==> src/common/dpdl_consts.svh <==
`ifndef DPDL_CONSTS_SVH
`define DPDL_CONSTS_SVH

// ****************************************
// Register byte addresses
// ****************************************
`define DPDL_CTRL0_OFS   12'h000
`define DPDL_CTRL1_OFS   12'h004
`define DPDL_STAT_OFS    12'h008

// ****************************************
// Control byte field positions
// ****************************************
`define DPDL_POL_BIT     0
`define DPDL_DSEL_BIT    2
`define DPDL_CSLO_BIT    4
`define DPDL_CSHI_BIT    5
`define DPDL_STBY_BIT    6

// ****************************************
// Reset value and writable bits
// ****************************************
`define DPDL_CTRL_RST    8'h30
`define DPDL_CTRL_MASK   8'h75

// ****************************************
// Current fraction of full scale, percent
// ****************************************
`define DPDL_PCT_CODE0   7'h05
`define DPDL_PCT_CODE1   7'h32
`define DPDL_PCT_CODE2   7'h50
`define DPDL_PCT_CODE3   7'h64

`endif

==> src/common/dpdl_pkg.sv <==
package dpdl_pkg;

    // Comparator arming sequence around standby
    typedef enum logic [1:0] {
        DPDL_STBY,
        DPDL_WAIT_REF,
        DPDL_RUN
    } dpdl_arm_e;

    typedef logic [6:0] dpdl_pct_t;
    typedef logic [7:0] dpdl_ctrl_t;

endpackage

==> src/common/dpdl_edge_if.sv <==
`timescale 1ns/100ps

interface dpdl_edge_if #(
    parameter int N = 4
);
    logic [N-1:0] rawIn;
    logic [N-1:0] rise;

    modport sync (
        input  rawIn,
        output rise
    );
    modport user (
        output rawIn,
        input  rise
    );
endinterface

==> src/design/dpdl_sync.sv <==
`timescale 1ns/100ps

module dpdl_sync #(
    parameter int N = 4
) (
    // Clock and reset
    input  wire logic ref_clk,
    input  wire logic reset,
    // Pulse trains in, rising-edge strobes out
    dpdl_edge_if.sync bus
);

    logic [N-1:0] meta_ff;
    logic [N-1:0] sync_ff;
    logic [N-1:0] last_ff;
    logic [N-1:0] rise_ff;

    // ****************************************
    // Two-stage synchroniser
    // ****************************************
    // First stage feeds only the second stage
    always_ff @(posedge ref_clk) begin
        if (reset) begin
            meta_ff <= '0;
            sync_ff <= '0;
        end else begin
            meta_ff <= bus.rawIn;
            sync_ff <= meta_ff;
        end
    end

    // ****************************************
    // Rising edge strobes
    // ****************************************
    always_ff @(posedge ref_clk) begin
        if (reset) begin
            last_ff <= '0;
            rise_ff <= '0;
        end else begin
            last_ff <= sync_ff;
            rise_ff <= sync_ff & ~last_ff;
        end
    end

    assign bus.rise = rise_ff;

endmodule // dpdl_sync

==> src/design/dpdl_top.sv <==
// Local design decisions: the register addresses and the APB interface to the registers.
`timescale 1ns/100ps
`include "dpdl_consts.svh"

module dpdl_top (
    // Clock and reset
    input  wire logic        ref_clk,
    input  wire logic        reset,
    // APB slave
    input  wire logic        psel,
    input  wire logic        penable,
    input  wire logic        pwrite,
    input  wire logic [11:0] paddr,
    input  wire logic [31:0] pwdata,
    output logic      [31:0] prdata,
    output logic             pready,
    output logic             pslverr,
    // Divided pulse trains, one bit per loop
    input  wire logic [1:0]  ref_divided_pulse,
    input  wire logic [1:0]  osc_divided_pulse,
    // Detector output pin, one per loop
    output logic      [1:0]  charge_pump_out_o,
    output logic      [1:0]  charge_pump_out_oe,
    // Companion pin: resistor pin or oscillator-phase output
    output logic      [1:0]  companion_out_o,
    output logic      [1:0]  companion_out_oe,
    // Lock indicator, open drain
    output logic      [1:0]  lock_indicator_out_o,
    output logic      [1:0]  lock_indicator_out_oe,
    // Current pump view for the analog stage
    output logic      [1:0]  pumpSource,
    output logic      [1:0]  pumpSink,
    output logic      [13:0] pumpLevel
);

    localparam int LOOPS = 2;

    // ****************************************
    // Pulse train synchronisers
    // ****************************************
    dpdl_edge_if #(.N(2 * LOOPS)) edgeBus ();

    assign edgeBus.rawIn = {osc_divided_pulse, ref_divided_pulse};

    dpdl_sync #(
        .N       (2 * LOOPS)
    ) u_sync (
        .ref_clk (ref_clk),
        .reset   (reset),
        .bus     (edgeBus.sync)
    );

    // ****************************************
    // APB decode
    // ****************************************
    logic                   accessPhase;
    logic                   setupPhase;
    logic [LOOPS-1:0]       hitCtrl;
    logic                   hitStat;
    logic                   addrHit;
    logic [31:0]            readMux;
    logic [31:0]            prdata_ff;
    dpdl_pkg::dpdl_ctrl_t   ctrlView [LOOPS];
    logic [3:0]             statView [LOOPS];

    assign setupPhase  = psel & ~penable;
    assign accessPhase = psel & penable;
    assign hitCtrl[0]  = (paddr == `DPDL_CTRL0_OFS);
    assign hitCtrl[1]  = (paddr == `DPDL_CTRL1_OFS);
    assign hitStat     = (paddr == `DPDL_STAT_OFS);
    assign addrHit     = (|hitCtrl) | hitStat;

    // Zero wait states: every access completes in its first access cycle
    assign pready  = 1'b1;
    assign pslverr = accessPhase & ~addrHit;

    always_comb begin
        readMux = 32'h0000_0000;
        if (hitCtrl[0]) begin
            readMux = {24'h00_0000, ctrlView[0]};
        end else if (hitCtrl[1]) begin
            readMux = {24'h00_0000, ctrlView[1]};
        end else if (hitStat) begin
            readMux = {24'h00_0000, statView[1], statView[0]};
        end
    end

    // Read data is caught in the setup cycle and held through the access
    always_ff @(posedge ref_clk) begin
        if (reset) begin
            prdata_ff <= 32'h0000_0000;
        end else if (setupPhase & ~pwrite) begin
            prdata_ff <= readMux;
        end
    end

    assign prdata = prdata_ff;

    // ****************************************
    // Per-loop detector
    // ****************************************
    for (genvar g = 0; g < LOOPS; g++) begin : gLoop

        dpdl_pkg::dpdl_ctrl_t ctrl_ff;
        dpdl_pkg::dpdl_arm_e  arm_ff;
        dpdl_pkg::dpdl_arm_e  nxt_arm;
        dpdl_pkg::dpdl_pct_t  level_ff;
        dpdl_pkg::dpdl_pct_t  nxt_level;
        logic                 refRise;
        logic                 oscRise;
        logic                 polarity;
        logic                 detSel;
        logic                 standby;
        logic [1:0]           curSel;
        logic                 running;
        logic                 refFlag_ff;
        logic                 oscFlag_ff;
        logic                 bothSet;
        logic                 srcOn;
        logic                 sinkOn;
        logic                 refPhaseLow;
        logic                 oscPhaseLow;
        logic                 nxt_pinO;
        logic                 nxt_pinOe;
        logic                 nxt_compO;
        logic                 nxt_compOe;
        logic                 nxt_lockOe;
        logic                 pinO_ff;
        logic                 pinOe_ff;
        logic                 compO_ff;
        logic                 compOe_ff;
        logic                 lockOe_ff;
        logic                 src_ff;
        logic                 sink_ff;

        assign refRise  = edgeBus.rise[g];
        assign oscRise  = edgeBus.rise[LOOPS + g];
        assign polarity = ctrl_ff[`DPDL_POL_BIT];
        assign detSel   = ctrl_ff[`DPDL_DSEL_BIT];
        assign standby  = ctrl_ff[`DPDL_STBY_BIT];
        assign curSel   = {ctrl_ff[`DPDL_CSHI_BIT], ctrl_ff[`DPDL_CSLO_BIT]};

        // Control byte
        always_ff @(posedge ref_clk) begin
            if (reset) begin
                ctrl_ff <= `DPDL_CTRL_RST;
            end else if (accessPhase & pwrite & hitCtrl[g]) begin
                ctrl_ff <= pwdata[7:0] & `DPDL_CTRL_MASK;
            end
        end

        // Arming sequence
        // wait for reference
        always_comb begin
            nxt_arm = arm_ff;
            case (arm_ff)
                dpdl_pkg::DPDL_STBY: begin
                    if (!standby) begin
                        nxt_arm = dpdl_pkg::DPDL_WAIT_REF;
                    end
                end
                dpdl_pkg::DPDL_WAIT_REF: begin
                    if (standby) begin
                        nxt_arm = dpdl_pkg::DPDL_STBY;
                    end else if (refRise) begin
                        nxt_arm = dpdl_pkg::DPDL_RUN;
                    end
                end
                dpdl_pkg::DPDL_RUN: begin
                    if (standby) begin
                        nxt_arm = dpdl_pkg::DPDL_STBY;
                    end
                end
                default: begin
                    nxt_arm = dpdl_pkg::DPDL_STBY;
                end
            endcase
        end

        // Power-up behaves like leaving standby
        always_ff @(posedge ref_clk) begin
            if (reset) begin
                arm_ff <= dpdl_pkg::DPDL_WAIT_REF;
            end else begin
                arm_ff <= nxt_arm;
            end
        end

        assign running = (arm_ff == dpdl_pkg::DPDL_RUN);
        assign bothSet = refFlag_ff & oscFlag_ff;

        // Edge flags; a new edge in the clearing cycle wins
        always_ff @(posedge ref_clk) begin
            if (reset || !running) begin
                refFlag_ff <= 1'b0;
                oscFlag_ff <= 1'b0;
            end else begin
                refFlag_ff <= (refFlag_ff & ~bothSet) | refRise;
                oscFlag_ff <= (oscFlag_ff & ~bothSet) | oscRise;
            end
        end

        // Output selection
        always_comb begin
            sinkOn      = polarity ? refFlag_ff : oscFlag_ff;
            srcOn       = polarity ? oscFlag_ff : refFlag_ff;
            refPhaseLow = polarity ? oscFlag_ff : refFlag_ff;
            oscPhaseLow = polarity ? refFlag_ff : oscFlag_ff;
            if (standby) begin
                sinkOn      = 1'b0;
                srcOn       = 1'b0;
                refPhaseLow = 1'b0;
                oscPhaseLow = 1'b0;
            end
            if (detSel) begin
                nxt_pinO   = ~refPhaseLow;
                nxt_pinOe  = 1'b1;
                nxt_compO  = ~oscPhaseLow;
                nxt_compOe = 1'b1;
            end else begin
                // three-state pump, resistor pin released
                // Joint pulse shows on pumpSource/pumpSink; the pin floats then
                nxt_pinO   = srcOn;
                nxt_pinOe  = srcOn ^ sinkOn;
                nxt_compO  = 1'b0;
                nxt_compOe = 1'b0;
            end
            nxt_lockOe = standby | refPhaseLow | oscPhaseLow;
        end

        // Current level, off while the current is shut down in standby
        always_comb begin
            case (curSel)
                2'h0:    nxt_level = `DPDL_PCT_CODE0;
                2'h1:    nxt_level = `DPDL_PCT_CODE1;
                2'h2:    nxt_level = `DPDL_PCT_CODE2;
                2'h3:    nxt_level = `DPDL_PCT_CODE3;
                default: nxt_level = `DPDL_PCT_CODE3;
            endcase
            if (standby) begin
                nxt_level = 7'h00;
            end
        end

        // Pin registers
        always_ff @(posedge ref_clk) begin
            if (reset) begin
                pinO_ff   <= 1'b0;
                pinOe_ff  <= 1'b0;
                compO_ff  <= 1'b0;
                compOe_ff <= 1'b0;
                src_ff    <= 1'b0;
                sink_ff   <= 1'b0;
            end else begin
                pinO_ff   <= nxt_pinO;
                pinOe_ff  <= nxt_pinOe;
                compO_ff  <= nxt_compO;
                compOe_ff <= nxt_compOe;
                src_ff    <= srcOn;
                sink_ff   <= sinkOn;
            end
        end

        // Lock driver
        always_ff @(posedge ref_clk) begin
            if (reset) begin
                lockOe_ff <= 1'b0;
            end else begin
                lockOe_ff <= nxt_lockOe;
            end
        end

        always_ff @(posedge ref_clk) begin
            if (reset) begin
                level_ff <= `DPDL_PCT_CODE3;
            end else begin
                level_ff <= nxt_level;
            end
        end

        assign charge_pump_out_o[g]     = pinO_ff;
        assign charge_pump_out_oe[g]    = pinOe_ff;
        assign companion_out_o[g]       = compO_ff;
        assign companion_out_oe[g]      = compOe_ff;
        assign lock_indicator_out_o[g]  = 1'b0;
        assign lock_indicator_out_oe[g] = lockOe_ff;
        assign pumpSource[g]            = src_ff;
        assign pumpSink[g]              = sink_ff;
        assign pumpLevel[g*7 +: 7]      = level_ff;
        assign ctrlView[g]              = ctrl_ff;
        assign statView[g]              = {lockOe_ff, running, oscFlag_ff, refFlag_ff};
    end

endmodule // dpdl_top

==> config.mk <==
export PLATFORM = sky130hd
export DESIGN_NAME = dpdl_top
export DESIGN_NICKNAME = d
export VERILOG_FILES = /design/src/common/dpdl_pkg.sv /design/src/common/dpdl_edge_if.sv /design/src/design/dpdl_sync.sv /design/src/design/dpdl_top.sv
export VERILOG_INCLUDE_DIRS = /design/src /design/src/common
export SDC_FILE = /design/constraint.sdc
export NUM_CORES = 1
export LEC_CHECK = 0
export ABC_AREA = 1
export BUFFER_PORTS_ARGS = -buffer_cell sky130_fd_sc_hd__buf_2
export CAP_MARGIN = 20
export CORE_UTILIZATION = 42
export CTS_BUF_LIST = sky130_fd_sc_hd__clkbuf_2
export DETAILED_ROUTE_END_ITERATION = 12
export PLACE_DENSITY = 0.78
export SYNTH_ARGS = -nofsm -noshare
export SYNTH_HDL_FRONTEND = slang
export SYNTH_SLANG_ARGS = --single-unit
==> constraint.sdc <==
create_clock -name ref_clk -period 2.8 [get_ports ref_clk]
set_clock_uncertainty 0.05 [all_clocks]
set_input_delay 0.42 -clock ref_clk [delete_from_list [all_inputs] [get_ports ref_clk]]
set_output_delay 0.42 -clock ref_clk [all_outputs]
set_load 0.03 [all_outputs]
After elaboration in Yosys (flattened, before gate mapping)
Index checks and enable logic that the tools add are counted.
Word-level totals
  flip-flop bits (word level): 94
  latch bits: 0
  memory bits (writable): 0
  bits in read-only memories: 0
  input bits: 53
  output and inout port bits: 64
  word-level logic and storage cells: 133
  memories kept: 0
Cells by class
  $add $sub $neg: 0
  multipliers: 0
  div/mod/pow operators: 0
  $lt $le $gt $ge: 0
  eq/ne operators: 18
  shift operators: 0
  multiplexer cells: 31
  bitwise logic cells: 37
  reductions and logical operators: 16
Operators with widths (count)
  7-bit one-hot mux with 4 select lines: 2
  32-bit two-way mux: 1
  2-bit two-way mux: 8
  8-bit two-way mux: 2
  1-bit two-way mux: 14
  7-bit two-way mux: 2
  1-bit AND: 13
  12-bit by 3-bit == test with 1-bit output, second input constant: 1
  12-bit by 4-bit == test with 1-bit output, second input constant: 1
  2-bit == test, second input constant: 6
  12-bit logical NOT: 1
  2-bit one-hot mux with 3 select lines: 2
  1-bit NOT: 11
  2-bit OR reduction: 5
  1-bit OR: 9
  2-bit by 1-bit == test with 1-bit output, second input constant: 4
  2-bit logical NOT: 4
  2-bit != test, second input constant: 4
  3-bit by 2-bit != test with 1-bit output, second input constant: 2
  3-bit AND reduction: 2
  4-bit AND: 1
  4-bit NOT: 1
  1-bit logical NOT: 2
  1-bit logical OR: 2
  1-bit bitwise XOR: 2

Logic depth before layout (Yosys ltp)
Gate-level depths: netlist of run 1.
  depth after elaboration: 5
  gate-level depth with buffers: 8
  mapped depth without buffers: 8

Modules after synthesis
From an unflattened synthesis of run 1, not the netlist that was laid out.
Unflattened totals
  cells, all modules: 359
  area total of the unflattened synthesis: 2935.3 sq um
Modules (own cells, without submodules)
  dpdl_top: times used 1, cells an instance 313, area an instance 2467.4 sq um, seq. area each 1041.0 sq um
  dpdl_sync: times used 1, cells an instance 46, area an instance 467.9 sq um, seq. area each 320.3 sq um

Worst setup path after synthesis of run 1
No wires, ideal clock.
  path type: input to output
  from: input paddr[11]
  to: output pslverr
  data arrival time: 1.188 ns
  required time: 2.330 ns
  slack: 1.142 ns
  stages on the path: 7
  buffers on the path: 1
  cells stage by stage: nor2_1 > nand2_2 > nor2_8 > buf_6 > o21ai_1 > nand3_1 > inv_1
On the way
  word-level cells in the longest chain between the ends: 5
  elaborated cells on any way between the ends: 7
  classes of those cells: eq/ne (2); bitwise (3); reduce/logical (2)
Ends and longest elaborated chain
  from (decl): RTL line dpdl_top.sv:13  | input wire logic [11:0] paddr,
  12-bit by 3-bit == test with 1-bit output (no line) or 12-bit logical NOT (tied branches)
  2-bit OR reduction: RTL line dpdl_top.sv:71  | assign addrHit = (|hitCtrl) | hitStat;
  1-bit OR *: RTL line dpdl_top.sv:71
  1-bit NOT *: RTL line dpdl_top.sv:75  | assign pslverr = accessPhase & ~addrHit;
  1-bit AND *: RTL line dpdl_top.sv:75
  to (decl): RTL line dpdl_top.sv:17  | output logic pslverr,
Every way passes the cells marked *; elsewhere a longest branch is shown, timed or not.

Worst setup path after layout of run 1
  from: input paddr[7]
  to: output pslverr
Same word-level chain as after synthesis.

==> flow_metrics.py, run 1 <==
metrics = {
    "routing": {
        "wl_um": 5360,
        "avgViaCountPerCell": 4.65,
        "ant_nets": 0,
        "drt_pass1_iterations": 9,
        "wire_per_inst_um": 10.8,
        "vias": 2295,
        "drcViolationCount": 6,
        "first_iter_violations": 135,
    },
    "cells_and_area": {
        "antenna_cells": 0,
        "area_growth_pct": 8.54,
        "fin_nets": 472,
        "mostFrequentLayoutCell": "dfxtp_1",
        "layout-drive-gt1-share_pct": 23.3,
        "layout_common_cells": "68 x dfxtp_1, 60 x buf_2, 51 x nor2_1",
    },
    "global_routing": {
        "track_usage_pct": 16.1,
        "antenna_found_initial": 0,
        "grt_overflow": 0,
        "grt_pass1_wl_um": 8870,
        "grt_max_degree": 29,
        "grt_pass1_vias": 2018,
    },
    "sta": {
        "slew_headroom_pct": 62.5,
        "finalCritPeriodShare_pct": 68.8,
        "hold_violations": 0,
        "fin_ws_ns": 0.873,
        "fin_crit_ns": 1.93,
        "setup_viol": 0,
        "rsz0062_at_grt": "false",
        "hold_ws_ns": 0.0389,
        "slew_violations": 0,
        "finalSetupTns_ns": 0,
        "tightestPinTransition_ns": 0.559,
        "max_freq_mhz": 519,
    },
    "synth": {
        "yosys.area_share.simple_pct": 20.2,
        "yosysWarnings": 0,
        "synth_seq_cells": 68,
        "synth_xor_area_share_pct": 0,
        "synth_top_cell_area_share_pct": 47.2,
        "synth_top_area_cell": "dfxtp_1",
        "synth_compound_area_share_pct": 9.80,
        "synth_edf_count": 0,
        "synthArstFlopShare_pct": 0,
        "yosys-mux-area-fraction_pct": 0,
        "netlist_instances": 363,
        "ys_seq_area_share_pct": 47.2,
        "synth_cell_types": 28,
        "postSynthAreaPerCell_um2": 7.95,
        "synthAdderAreaFrac_pct": 3.04,
        "synth_area_mm2": 0.00289,
        "synthTopCellsByArea": "dfxtp_1 47%, buf_4 11%, nor2_1 6.6%",
        "synth_top_family_by_area": "simple AND/OR/NAND/NOR gates",
        "synthFlopType": "dfxtp_1",
    },
    "clock_network": {
        "post_cts_buffers": 0,
        "clock_path_buffers": 2,
        "htreeDepth": 3,
        "clock_latency_ns": 0.52,
        "cts_buffers": 9,
        "cts_tree": "built",
        "clockRootBuffer": "clkbuf_2",
        "clk_pin_slew_ns": 0.18,
        "cts_num_sinks": 68,
    },
    "pwr": {
        "irDropWorstVdd_v": 0.000209,
        "p_per_area_mw_per_mm2": 499,
        "power_w": 0.00156,
        "switching_share_pct": 28.6,
        "power_switching_w": 0.000446,
        "seqPwrFrac_pct": 62.9,
        "total_leakage_power_nw": 1.53,
        "p_int_w": 0.00112,
        "pwr-share-comb_pct": 8.2,
        "clkPwrFrac_pct": 28.9,
    },
    "place": {
        "hpwl_um": 4060,
        "numPortBuffers": 60,
        "dp_worst_setup_slack_ns": 0.866,
        "gp_congestion": 0.863,
    },
    "floorplanning": {
        "num_rows": 29,
        "floorplan.initialDensity_pct": 44.4,
        "die_h_um": 84.9,
        "core_mm2": 0.00649,
        "pin_count": 117,
        "die-area_mm2": 0.00721,
        "die_x_um": 84.9,
    },
    "status": {
        "status": "complete, but fails checks",
        "failed_checks": "design-rule violations",
    },
    "setup_path": {
        "cpMostUsedCell": "buf_2",
        "critical_path_required_ns": 2.33,
        "worstPathMaxFanout": 18,
        "criticalPathCategory": "input pin to primary output",
        "cp-start-kind": "input pin",
        "end_kind": "primary output",
        "ff2ff_path_depth": 6,
        "path_delay_family": "simple AND/OR/NAND/NOR gates",
        "reg2reg_slack_ns": 1.55,
        "critical_path.slowest_cell": "nor2_8",
        "worst-path-buf-inv": 3,
        "arrival_ns": 1.46,
        "reg2reg_from": "gLoop[0].ctrl_ff[6]$_SDFFE_PP0P_",
        "timing.rr.end": "prdata[6]$_SDFFE_PP0P_",
        "critical_path.max_stage_delay_ns": 0.24,
        "worstPathCellList": "buf_2 > nor2_1 > nand2_1 > nor2_8 > o21ai_1 > nand3_1 > inv_1 > buf_2",
    },
    "hold_path": {
        "hp-start": "osc_divided_pulse[1]",
        "holdPathStages": 3,
        "holdPathEnd": "u_sync.meta_ff[3]$_SDFF_PP0_",
        "hold_path_class": "input pin to flip-flop",
    },
    "flow_run": {
        "cap_viol_max_count": 0,
    },
}
[stage by stage]
stage / utilization, % / instance area (um2) / cells
after detailed placement: 46.7 / 3030 / 477
after CTS: 48.1 / 3120 / 493
after floorplan: - / 2990 / 390
after global routing: 48.2 / 3130 / 494
final: 48.2 / 3130 / 494
after global placement: 46.7 / 3030 / 477
[cells by family (layout without fill, tap and decap cells)]
logic type,Yosys count,after routing
and+or+nand+nor,131,131
buffers and inverters,105,132
DFF,68,68
AOI/OAI and AO/OA,50,50
adders and majority gates,7,7
other,2,29
[routing by layer]
| metal | vias to the layer above | track usage (%) | wire, um |
|---|---|---|---|
| met5 | - | 0 | 0 |
| li1 | 1180 | - | - |
| met4 | 0 | 7.70 | 157 |
| met2 | 71 | 26.3 | 2540 |
| met3 | 19 | 6.42 | 349 |
| met1 | 1025 | 18.5 | 2310 |
[cells in the mapped netlist, types with 2 or more instances]
| cell type | instances |
|---|---|
| o211ai_1 | 4 |
| ha_1 | 7 |
| nor2_1 | 51 |
| a31oi_1 | 4 |
| clkbuf_1 | 6 |
| nand2_1 | 41 |
| buf_4 | 43 |
| nand3_2 | 2 |
| conb_1 | 2 |
| nor3_1 | 9 |
| o21ai_0 | 3 |
| inv_1 | 42 |
| o22ai_1 | 2 |
| nor4_1 | 2 |
| nand3_1 | 17 |
| a21oi_2 | 4 |
| nand4_1 | 5 |
| dfxtp_1 | 68 |
| inv_2 | 11 |
| a21oi_1 | 14 |
| o21ai_1 | 19 |
[state kept, by name (all words and copies together) (netlist names), 4 cells and up]
register,cells
gLoop.level_ff,12
gLoop.ctrl_ff,10
prdata,8
gLoop.arm_ff,4
u_sync.bus.rise,4
u_sync.last_ff,4
u_sync.meta_ff,4
u_sync.sync_ff,4
[layout make-up]
cell class / count / area, um2
clock inverter: 7 / 43.8
clock buffer: 9 / 45.0
timing repair buffer: 63 / 325
multi-input combinational: 217 / 1060
fill: 641 / 3360
sequential: 68 / 1360
inverter: 53 / 199
tap: 77 / 96.3
[worst max path at each step]
stage,to,from,slack [ns],cells past startpoint
final,pslverr,paddr[7],0.87,8
after global routing,pslverr,paddr[7],0.76,8
after CTS,pslverr,paddr[7],0.87,8
after detailed placement,pslverr,paddr[7],0.87,8
after global placement,pslverr,paddr[11],0.93,8
after floorplan,pslverr,paddr[11],1.14,7
[power by group through the flow]
| stage | logic (W) | clock network (W) | registers (W) |
|---|---|---|---|
| 4_1_cts | 0.000126 | 0.000465 | 0.000982 |
| 2_1_floorplan | 0.000125 | 0 | 0.00100 |
| 3_5_place_dp | 0.000126 | 0 | 0.00100 |
| 3_3_place_gp | 0.000124 | 0 | 0.00100 |
| 5_1_grt | 0.000140 | 0.000522 | 0.000984 |
| 6_report | 0.000128 | 0.000452 | 0.000982 |
[timing repair]
| action | in CTS | in global routing |
|---|---|---|
| endpoints found under the hold margin | 0 | 1 |
| hold buffers | 0 | 1 |
| resized for setup | 0 | 0 |
[tightest hold or removal path: stages]
cell and delay [ns]:
buf_2 0.09, inv_1 0.04, nor2_1 0.03
Note: power is estimated with default switching activity, not from simulation.
==> inputs of run 2 (changes only) <==
- ABC_AREA: 1 -> 0
- clock period: 2.8 -> 2 ns (I/O delays scaled with it)
==> run 2 against run 1 <==
  * The run still ends with design-rule violations left
  * Synthesized area down 2.0%
  * Cell count down 14%
  * Core utilization fell by 0.29 points
  * Sequential cell count did not move
  * Wire length decreased by 11%
  * Critical path depth is 3 lower
  * Via count shrank 15%
  * Global-route usage is 2.0 points lower
  * Sequential share of layout area up 0.76 points
==> flow_metrics.py, run 2 <==
metrics = {
    "floorplanning": {
        "die_x_um": 84.0,
        "core_mm2": 0.00642,
        "floorplan.initialDensity_pct": 44.0,
        "pin_count": 117,
        "num_rows": 29,
        "die_h_um": 84.0,
        "die-area_mm2": 0.00706,
    },
    "setup_path": {
        "end_kind": "primary output",
        "critical_path.slowest_cell": "nor4_4",
        "worstPathCellList": "buf_2 > nor4_4 > and3_1 > a21oi_1 > buf_2",
        "cpMostUsedCell": "buf_2",
        "worstPathMaxFanout": 6,
        "cp-start-kind": "input pin",
        "critical_path.max_stage_delay_ns": 0.32,
        "startpoint": "paddr[5]",
        "arrival_ns": 1.32,
        "critical_path_required_ns": 1.65,
        "criticalPathCategory": "input pin to primary output",
        "reg2reg_from": "gLoop[0].ctrl_ff[6]$_SDFFE_PP0P_",
    },
    "hold_path": {
        "hp-start": "pwdata[5]",
        "hold_path_class": "input pin to flip-flop",
    },
    "routing": {
        "ant_nets": 0,
        "drt_pass1_iterations": 8,
        "wl_met2_um": 2200,
        "first_iter_violations": 119,
        "avgViaCountPerCell": 4.59,
        "wl_um": 4740,
        "highest_layer": "met4",
        "vias": 1955,
        "drt-met1-wl_um": 2080,
        "wl_met3_um": 343,
        "drcViolationCount": 14,
        "wire_per_inst_um": 11.1,
    },
    "global_routing": {
        "grt_pass1_wl_um": 7690,
        "grt_max_degree": 29,
        "antenna_found_initial": 0,
        "grt_overflow": 0,
        "track_usage_pct": 14.2,
        "grt_pass1_vias": 1756,
    },
    "cells_and_area": {
        "fin_nets": 405,
        "area_growth_pct": 8.90,
        "mostFrequentLayoutCell": "dfxtp_1",
        "layout-drive-gt1-share_pct": 22.1,
        "top_register": "gLoop.level_ff",
        "layout.cells.non_filler": 426,
        "fill_cells": 632,
        "antenna_cells": 0,
        "largest_register_ffs": 12,
        "layout_common_cells": "68 x dfxtp_1, 60 x buf_2, 29 x conb_1",
        "stdcell_area_mm2": 0.00308,
    },
    "synth": {
        "synth_edf_count": 0,
        "netlist_instances": 299,
        "yosysMostFrequentCell": "dfxtp_1",
        "postSynthAreaPerCell_um2": 9.45,
        "synthTopCellsByArea": "dfxtp_1 48%, buf_4 11%, mux2i_1 5.0%",
        "synth_area_mm2": 0.00283,
        "synthArstFlopShare_pct": 0,
        "synth_top_cell_area_share_pct": 48.2,
        "synth_common_cells": "68 x dfxtp_1, 43 x buf_4, 22 x nor2_1",
        "synth_cell_types": 38,
        "synth_top_area_cell": "dfxtp_1",
        "ys_seq_area_share_pct": 48.2,
        "synth_seq_cells": 68,
        "synthFlopType": "dfxtp_1",
        "yosysWarnings": 0,
    },
    "clock_network": {
        "cts_num_sinks": 68,
        "cts_buffers": 9,
        "clock_path_buffers": 2,
        "clock_latency_ns": 0.48,
        "cts_resized": 0,
        "clockRootBuffer": "clkbuf_2",
        "clk_pin_slew_ns": 0.17,
        "htreeDepth": 3,
        "cts_tree": "built",
    },
    "pwr": {
        "p_per_area_mw_per_mm2": 731,
        "seqPwrFrac_pct": 61.0,
        "power_switching_w": 0.000556,
        "pwr-share-comb_pct": 7.6,
        "clkPwrFrac_pct": 31.4,
        "irDropWorstVdd_v": 0.000442,
        "switching_share_pct": 24.7,
        "p_int_w": 0.00169,
        "total_leakage_power_nw": 1.43,
    },
    "place": {
        "placed_cells": 407,
        "numPortBuffers": 60,
        "hpwl_um": 3490,
        "gp_congestion": 0.742,
        "dpl_cell_area_mm2": 0.00294,
        "dp_worst_setup_slack_ns": 0.276,
    },
    "sta": {
        "max_freq_mhz": 598,
        "fin_ws_ns": 0.327,
        "slew_violations": 0,
        "rsz0062_at_grt": "false",
        "slew_headroom_pct": 61.8,
        "fin_crit_ns": 1.67,
        "finalSetupTns_ns": 0,
        "hold_ws_ns": 0.0237,
        "setup_viol": 0,
        "tightestPinTransition_ns": 0.568,
        "finalCritPeriodShare_pct": 83.7,
        "hold_violations": 0,
    },
    "status": {
        "failed_checks": "design-rule violations",
        "status": "complete, but fails checks",
    },
    "flow_run": {
        "cap_viol_max_count": 0,
    },
}
## run 2: power groups by stage
stage | Clock [W] | Sequential [W] | Combinational [W]
floorplan | 0 | 0.00140 | 0.000171
global placement | 0 | 0.00140 | 0.000163
detailed placement | 0 | 0.00140 | 0.000165
CTS | 0.000727 | 0.00137 | 0.000171
global route | 0.000794 | 0.00138 | 0.000186
finish | 0.000706 | 0.00137 | 0.000172
## run 2: cell families (layout without fill, tap and decap cells)
logic type	after synthesis	in the layout	synth area share, %
flops	68	68	48.2
compound gates	39	39	8.41
buf+inv	69	92	15.4
other cells	2	29	0.266
fa+ha+maj	7	7	3.10
simple gates	98	98	19.1
mux	14	14	4.96
xor+xnor	2	2	0.620
## run 2: stage by stage
stage	util [%]	power, W
final	47.9	0.00225
after global routing	47.9	0.00236
after CTS	47.9	0.00227
after detailed placement	45.8	0.00157
after global placement	45.8	0.00156
after floorplan	-	0.00157
## run 2: what timing repair did
action	CTS	global route
hold buffers	4	0
buffers inserted	0	0
endpoints found under the hold margin	4	0
## run 2: per-layer routing
metal	up-vias	global-route usage, %
met5	-	0
met4	0	6.74
met3	11	6.43
met2	79	22.4
met1	867	16.2
li1	998	-
## run 2: area by class of cell
type | count | area, um2 | share of cell area (%)
Tap cell | 77 | 96.3 | 3.13
Clock inverter | 4 | 41.3 | 1.34
Multi-Input combinational cell | 189 | 1130 | 36.7
Clock buffer | 11 | 55.1 | 1.79
Inverter | 12 | 45.0 | 1.46
Sequential cell | 68 | 1360 | 44.2
Timing Repair Buffer | 65 | 348 | 11.3
## run 2: worst paths after layout
check	to	slack, ns	cells after the start
max reg2reg	prdata[6]$_SDFFE_PP0P_	0.68	4
min reg2reg	u_sync.bus.rise[1]$_SDFF_PP0_	0.34	1
max	pslverr	0.33	5
min	gLoop[0].ctrl_ff[5]$_SDFFE_PP1P_	0.02	3
## run 2: critical path, delay by kind of cell
family | cells | cell delay, ns
compound gates | 1 | 0.09
buf+inv | 2 | 0.29
simple gates | 2 | 0.64
==> inputs of run 3 (changes only) <==
- clock period: 2 -> 1.61 ns (I/O delays scaled with it)
==> run 3 against run 2 <==
  * The run still ends with design-rule violations left
  * Combinational power increased by 35%
  * Die area stayed put
  * Design area grew 5.7%
  * Count of clock-buffer cells in the layout decreased by 2
  * Sequential cell count stayed put
  * Register-to-register slack got worse by 0.33 ns
  * Critical path depth grew 1
  * Worst hold slack gained 0.064 ns
  * Largest cell class unchanged
==> flow_metrics.py, run 3 (same netlist as run 2, synthesis figures left out) <==
metrics = {
    "status": {
        "status": "complete, but fails checks",
        "failed_checks": "design-rule violations",
    },
    "clock_network": {
        "post_cts_buffers": 0,
        "clk_pin_slew_ns": 0.19,
        "clock_latency_ns": 0.50,
        "cts_resized": 0,
        "postCtsHoldBufs": 9,
        "clock_path_buffers": 2,
        "cts_num_sinks": 68,
        "cts_buffers": 9,
        "cts_tree": "built",
        "clockRootBuffer": "clkbuf_2",
        "htreeDepth": 3,
    },
    "routing": {
        "avgViaCountPerCell": 4.55,
        "drt_pass1_iterations": 8,
        "first_iter_violations": 107,
        "wire_per_inst_um": 11.0,
        "wl_um": 4860,
        "vias": 2004,
        "ant_nets": 0,
        "drcViolationCount": 14,
    },
    "sta": {
        "finalSetupTns_ns": 0,
        "fin_crit_ns": 1.52,
        "finalCritPeriodShare_pct": 94.2,
        "slew_violations": 0,
        "max_freq_mhz": 659,
        "rsz0062_at_grt": "false",
        "fin_ws_ns": 0.0933,
        "hold_violations": 0,
        "setup_viol": 0,
    },
    "global_routing": {
        "grt_pass1_vias": 1761,
        "antenna_found_initial": 0,
        "grt_overflow": 0,
        "grt_pass1_wl_um": 7660,
        "track_usage_pct": 14.3,
        "grt_max_degree": 17,
    },
    "cells_and_area": {
        "fin_nets": 418,
        "layout_common_cells": "68 x dfxtp_1, 60 x buf_2, 29 x conb_1",
        "fin_util_pct": 50.7,
        "layout-drive-gt1-share_pct": 23.7,
        "stdcell_area_mm2": 0.00325,
        "antenna_cells": 0,
        "mostFrequentLayoutCell": "dfxtp_1",
        "area_growth_pct": 15.1,
        "largest_register_ffs": 12,
        "top_register": "gLoop.level_ff",
    },
    "place": {
        "hpwl_um": 3510,
        "dpl_cell_area_mm2": 0.00299,
        "gp_congestion": 0.756,
        "dp_worst_setup_slack_ns": -0.00396,
        "numPortBuffers": 60,
    },
    "pwr": {
        "total_leakage_power_nw": 1.52,
        "p_per_area_mw_per_mm2": 985,
        "power_w": 0.00321,
        "irDropWorstVdd_v": 0.000557,
    },
    "setup_path": {
        "reg2reg_from": "gLoop[0].ctrl_ff[6]$_SDFFE_PP0P_",
        "timing.rr.end": "prdata[6]$_SDFFE_PP0P_",
        "critical_path.slowest_cell": "nor4_4",
        "startpoint": "paddr[5]",
        "criticalPathCategory": "input pin to primary output",
        "critical_path.max_stage_delay_ns": 0.30,
        "path_depth": 6,
        "ff2ff_path_depth": 4,
        "critical_path_required_ns": 1.32,
        "arrival_ns": 1.23,
        "cpMostUsedCell": "buf_2",
        "end_kind": "primary output",
        "cp-start-kind": "input pin",
        "path_delay_family": "simple AND/OR/NAND/NOR gates",
        "worst-path-buf-inv": 3,
        "worstPathMaxFanout": 2,
        "worstPathCellList": "buf_2 > nor4_4 > buf_4 > and3_1 > a21oi_1 > buf_2",
        "reg2reg_slack_ns": 0.35,
        "endpoint": "pslverr",
    },
    "floorplanning": {
        "die_x_um": 84.0,
        "pin_count": 117,
        "floorplan.initialDensity_pct": 44.0,
        "num_rows": 29,
        "core_mm2": 0.00642,
        "die-area_mm2": 0.00706,
        "die_h_um": 84.0,
    },
    "flow_run": {
        "cap_viol_max_count": 0,
    },
    "hold_path": {
        "holdPathStages": 4,
        "hold_path_class": "input pin to flip-flop",
    },
}
[run 3: layout make-up]
class | count | area [um2]
well taps | 77 | 96.3
multi-input cells | 189 | 1130
clock buffers | 9 | 45.0
fillers | 605 | 3170
repair buffers | 78 | 460
flip-flops and latches | 68 | 1360
inverters | 12 | 45.0
clock inverters | 7 | 115
[run 3: tightest hold or removal path, cell delays in order]
cell     delay, ns
buf_2         0.10
nand2_1       0.13
nand2_1       0.10
a21oi_1       0.05
[run 3: through the flow]
step | cells | hold slack, ns
after floorplan | 326 | 0.317
after global placement | 414 | 0.321
after detailed placement | 414 | 0.325
after CTS | 439 | 0.0173
after global routing | 440 | 0.0791
final | 440 | 0.0879
[run 3: worst min path at each step]
stage	from	endpoint
floorplan	u_sync.last_ff[0]$_SDFF_PP0_	u_sync.bus.rise[0]$_SDFF_PP0_
global placement	u_sync.last_ff[1]$_SDFF_PP0_	u_sync.bus.rise[1]$_SDFF_PP0_
detailed placement	u_sync.last_ff[1]$_SDFF_PP0_	u_sync.bus.rise[1]$_SDFF_PP0_
CTS	reset	u_sync.meta_ff[3]$_SDFF_PP0_
global route	psel	prdata[2]$_SDFFE_PP0P_
finish	psel	prdata[6]$_SDFFE_PP0P_
[run 3: power breakdown]
part           switching [W]  leakage (nW)  total, W  internal [W]
clock network       0.000604        0.0912   0.00127      0.000665
logic               0.000163         0.876  0.000232     0.0000688
registers         0.00000436         0.551   0.00171       0.00170
[run 3: routing by layer]
layer / track usage [%] / vias up / routed length [um]
met3: 7.02 / 7 / 314
met2: 23.5 / 67 / 2290
met4: 6.74 / 0 / 99
met1: 15.4 / 902 / 2150
li1: - / 1028 / -
met5: 0 / - / 0
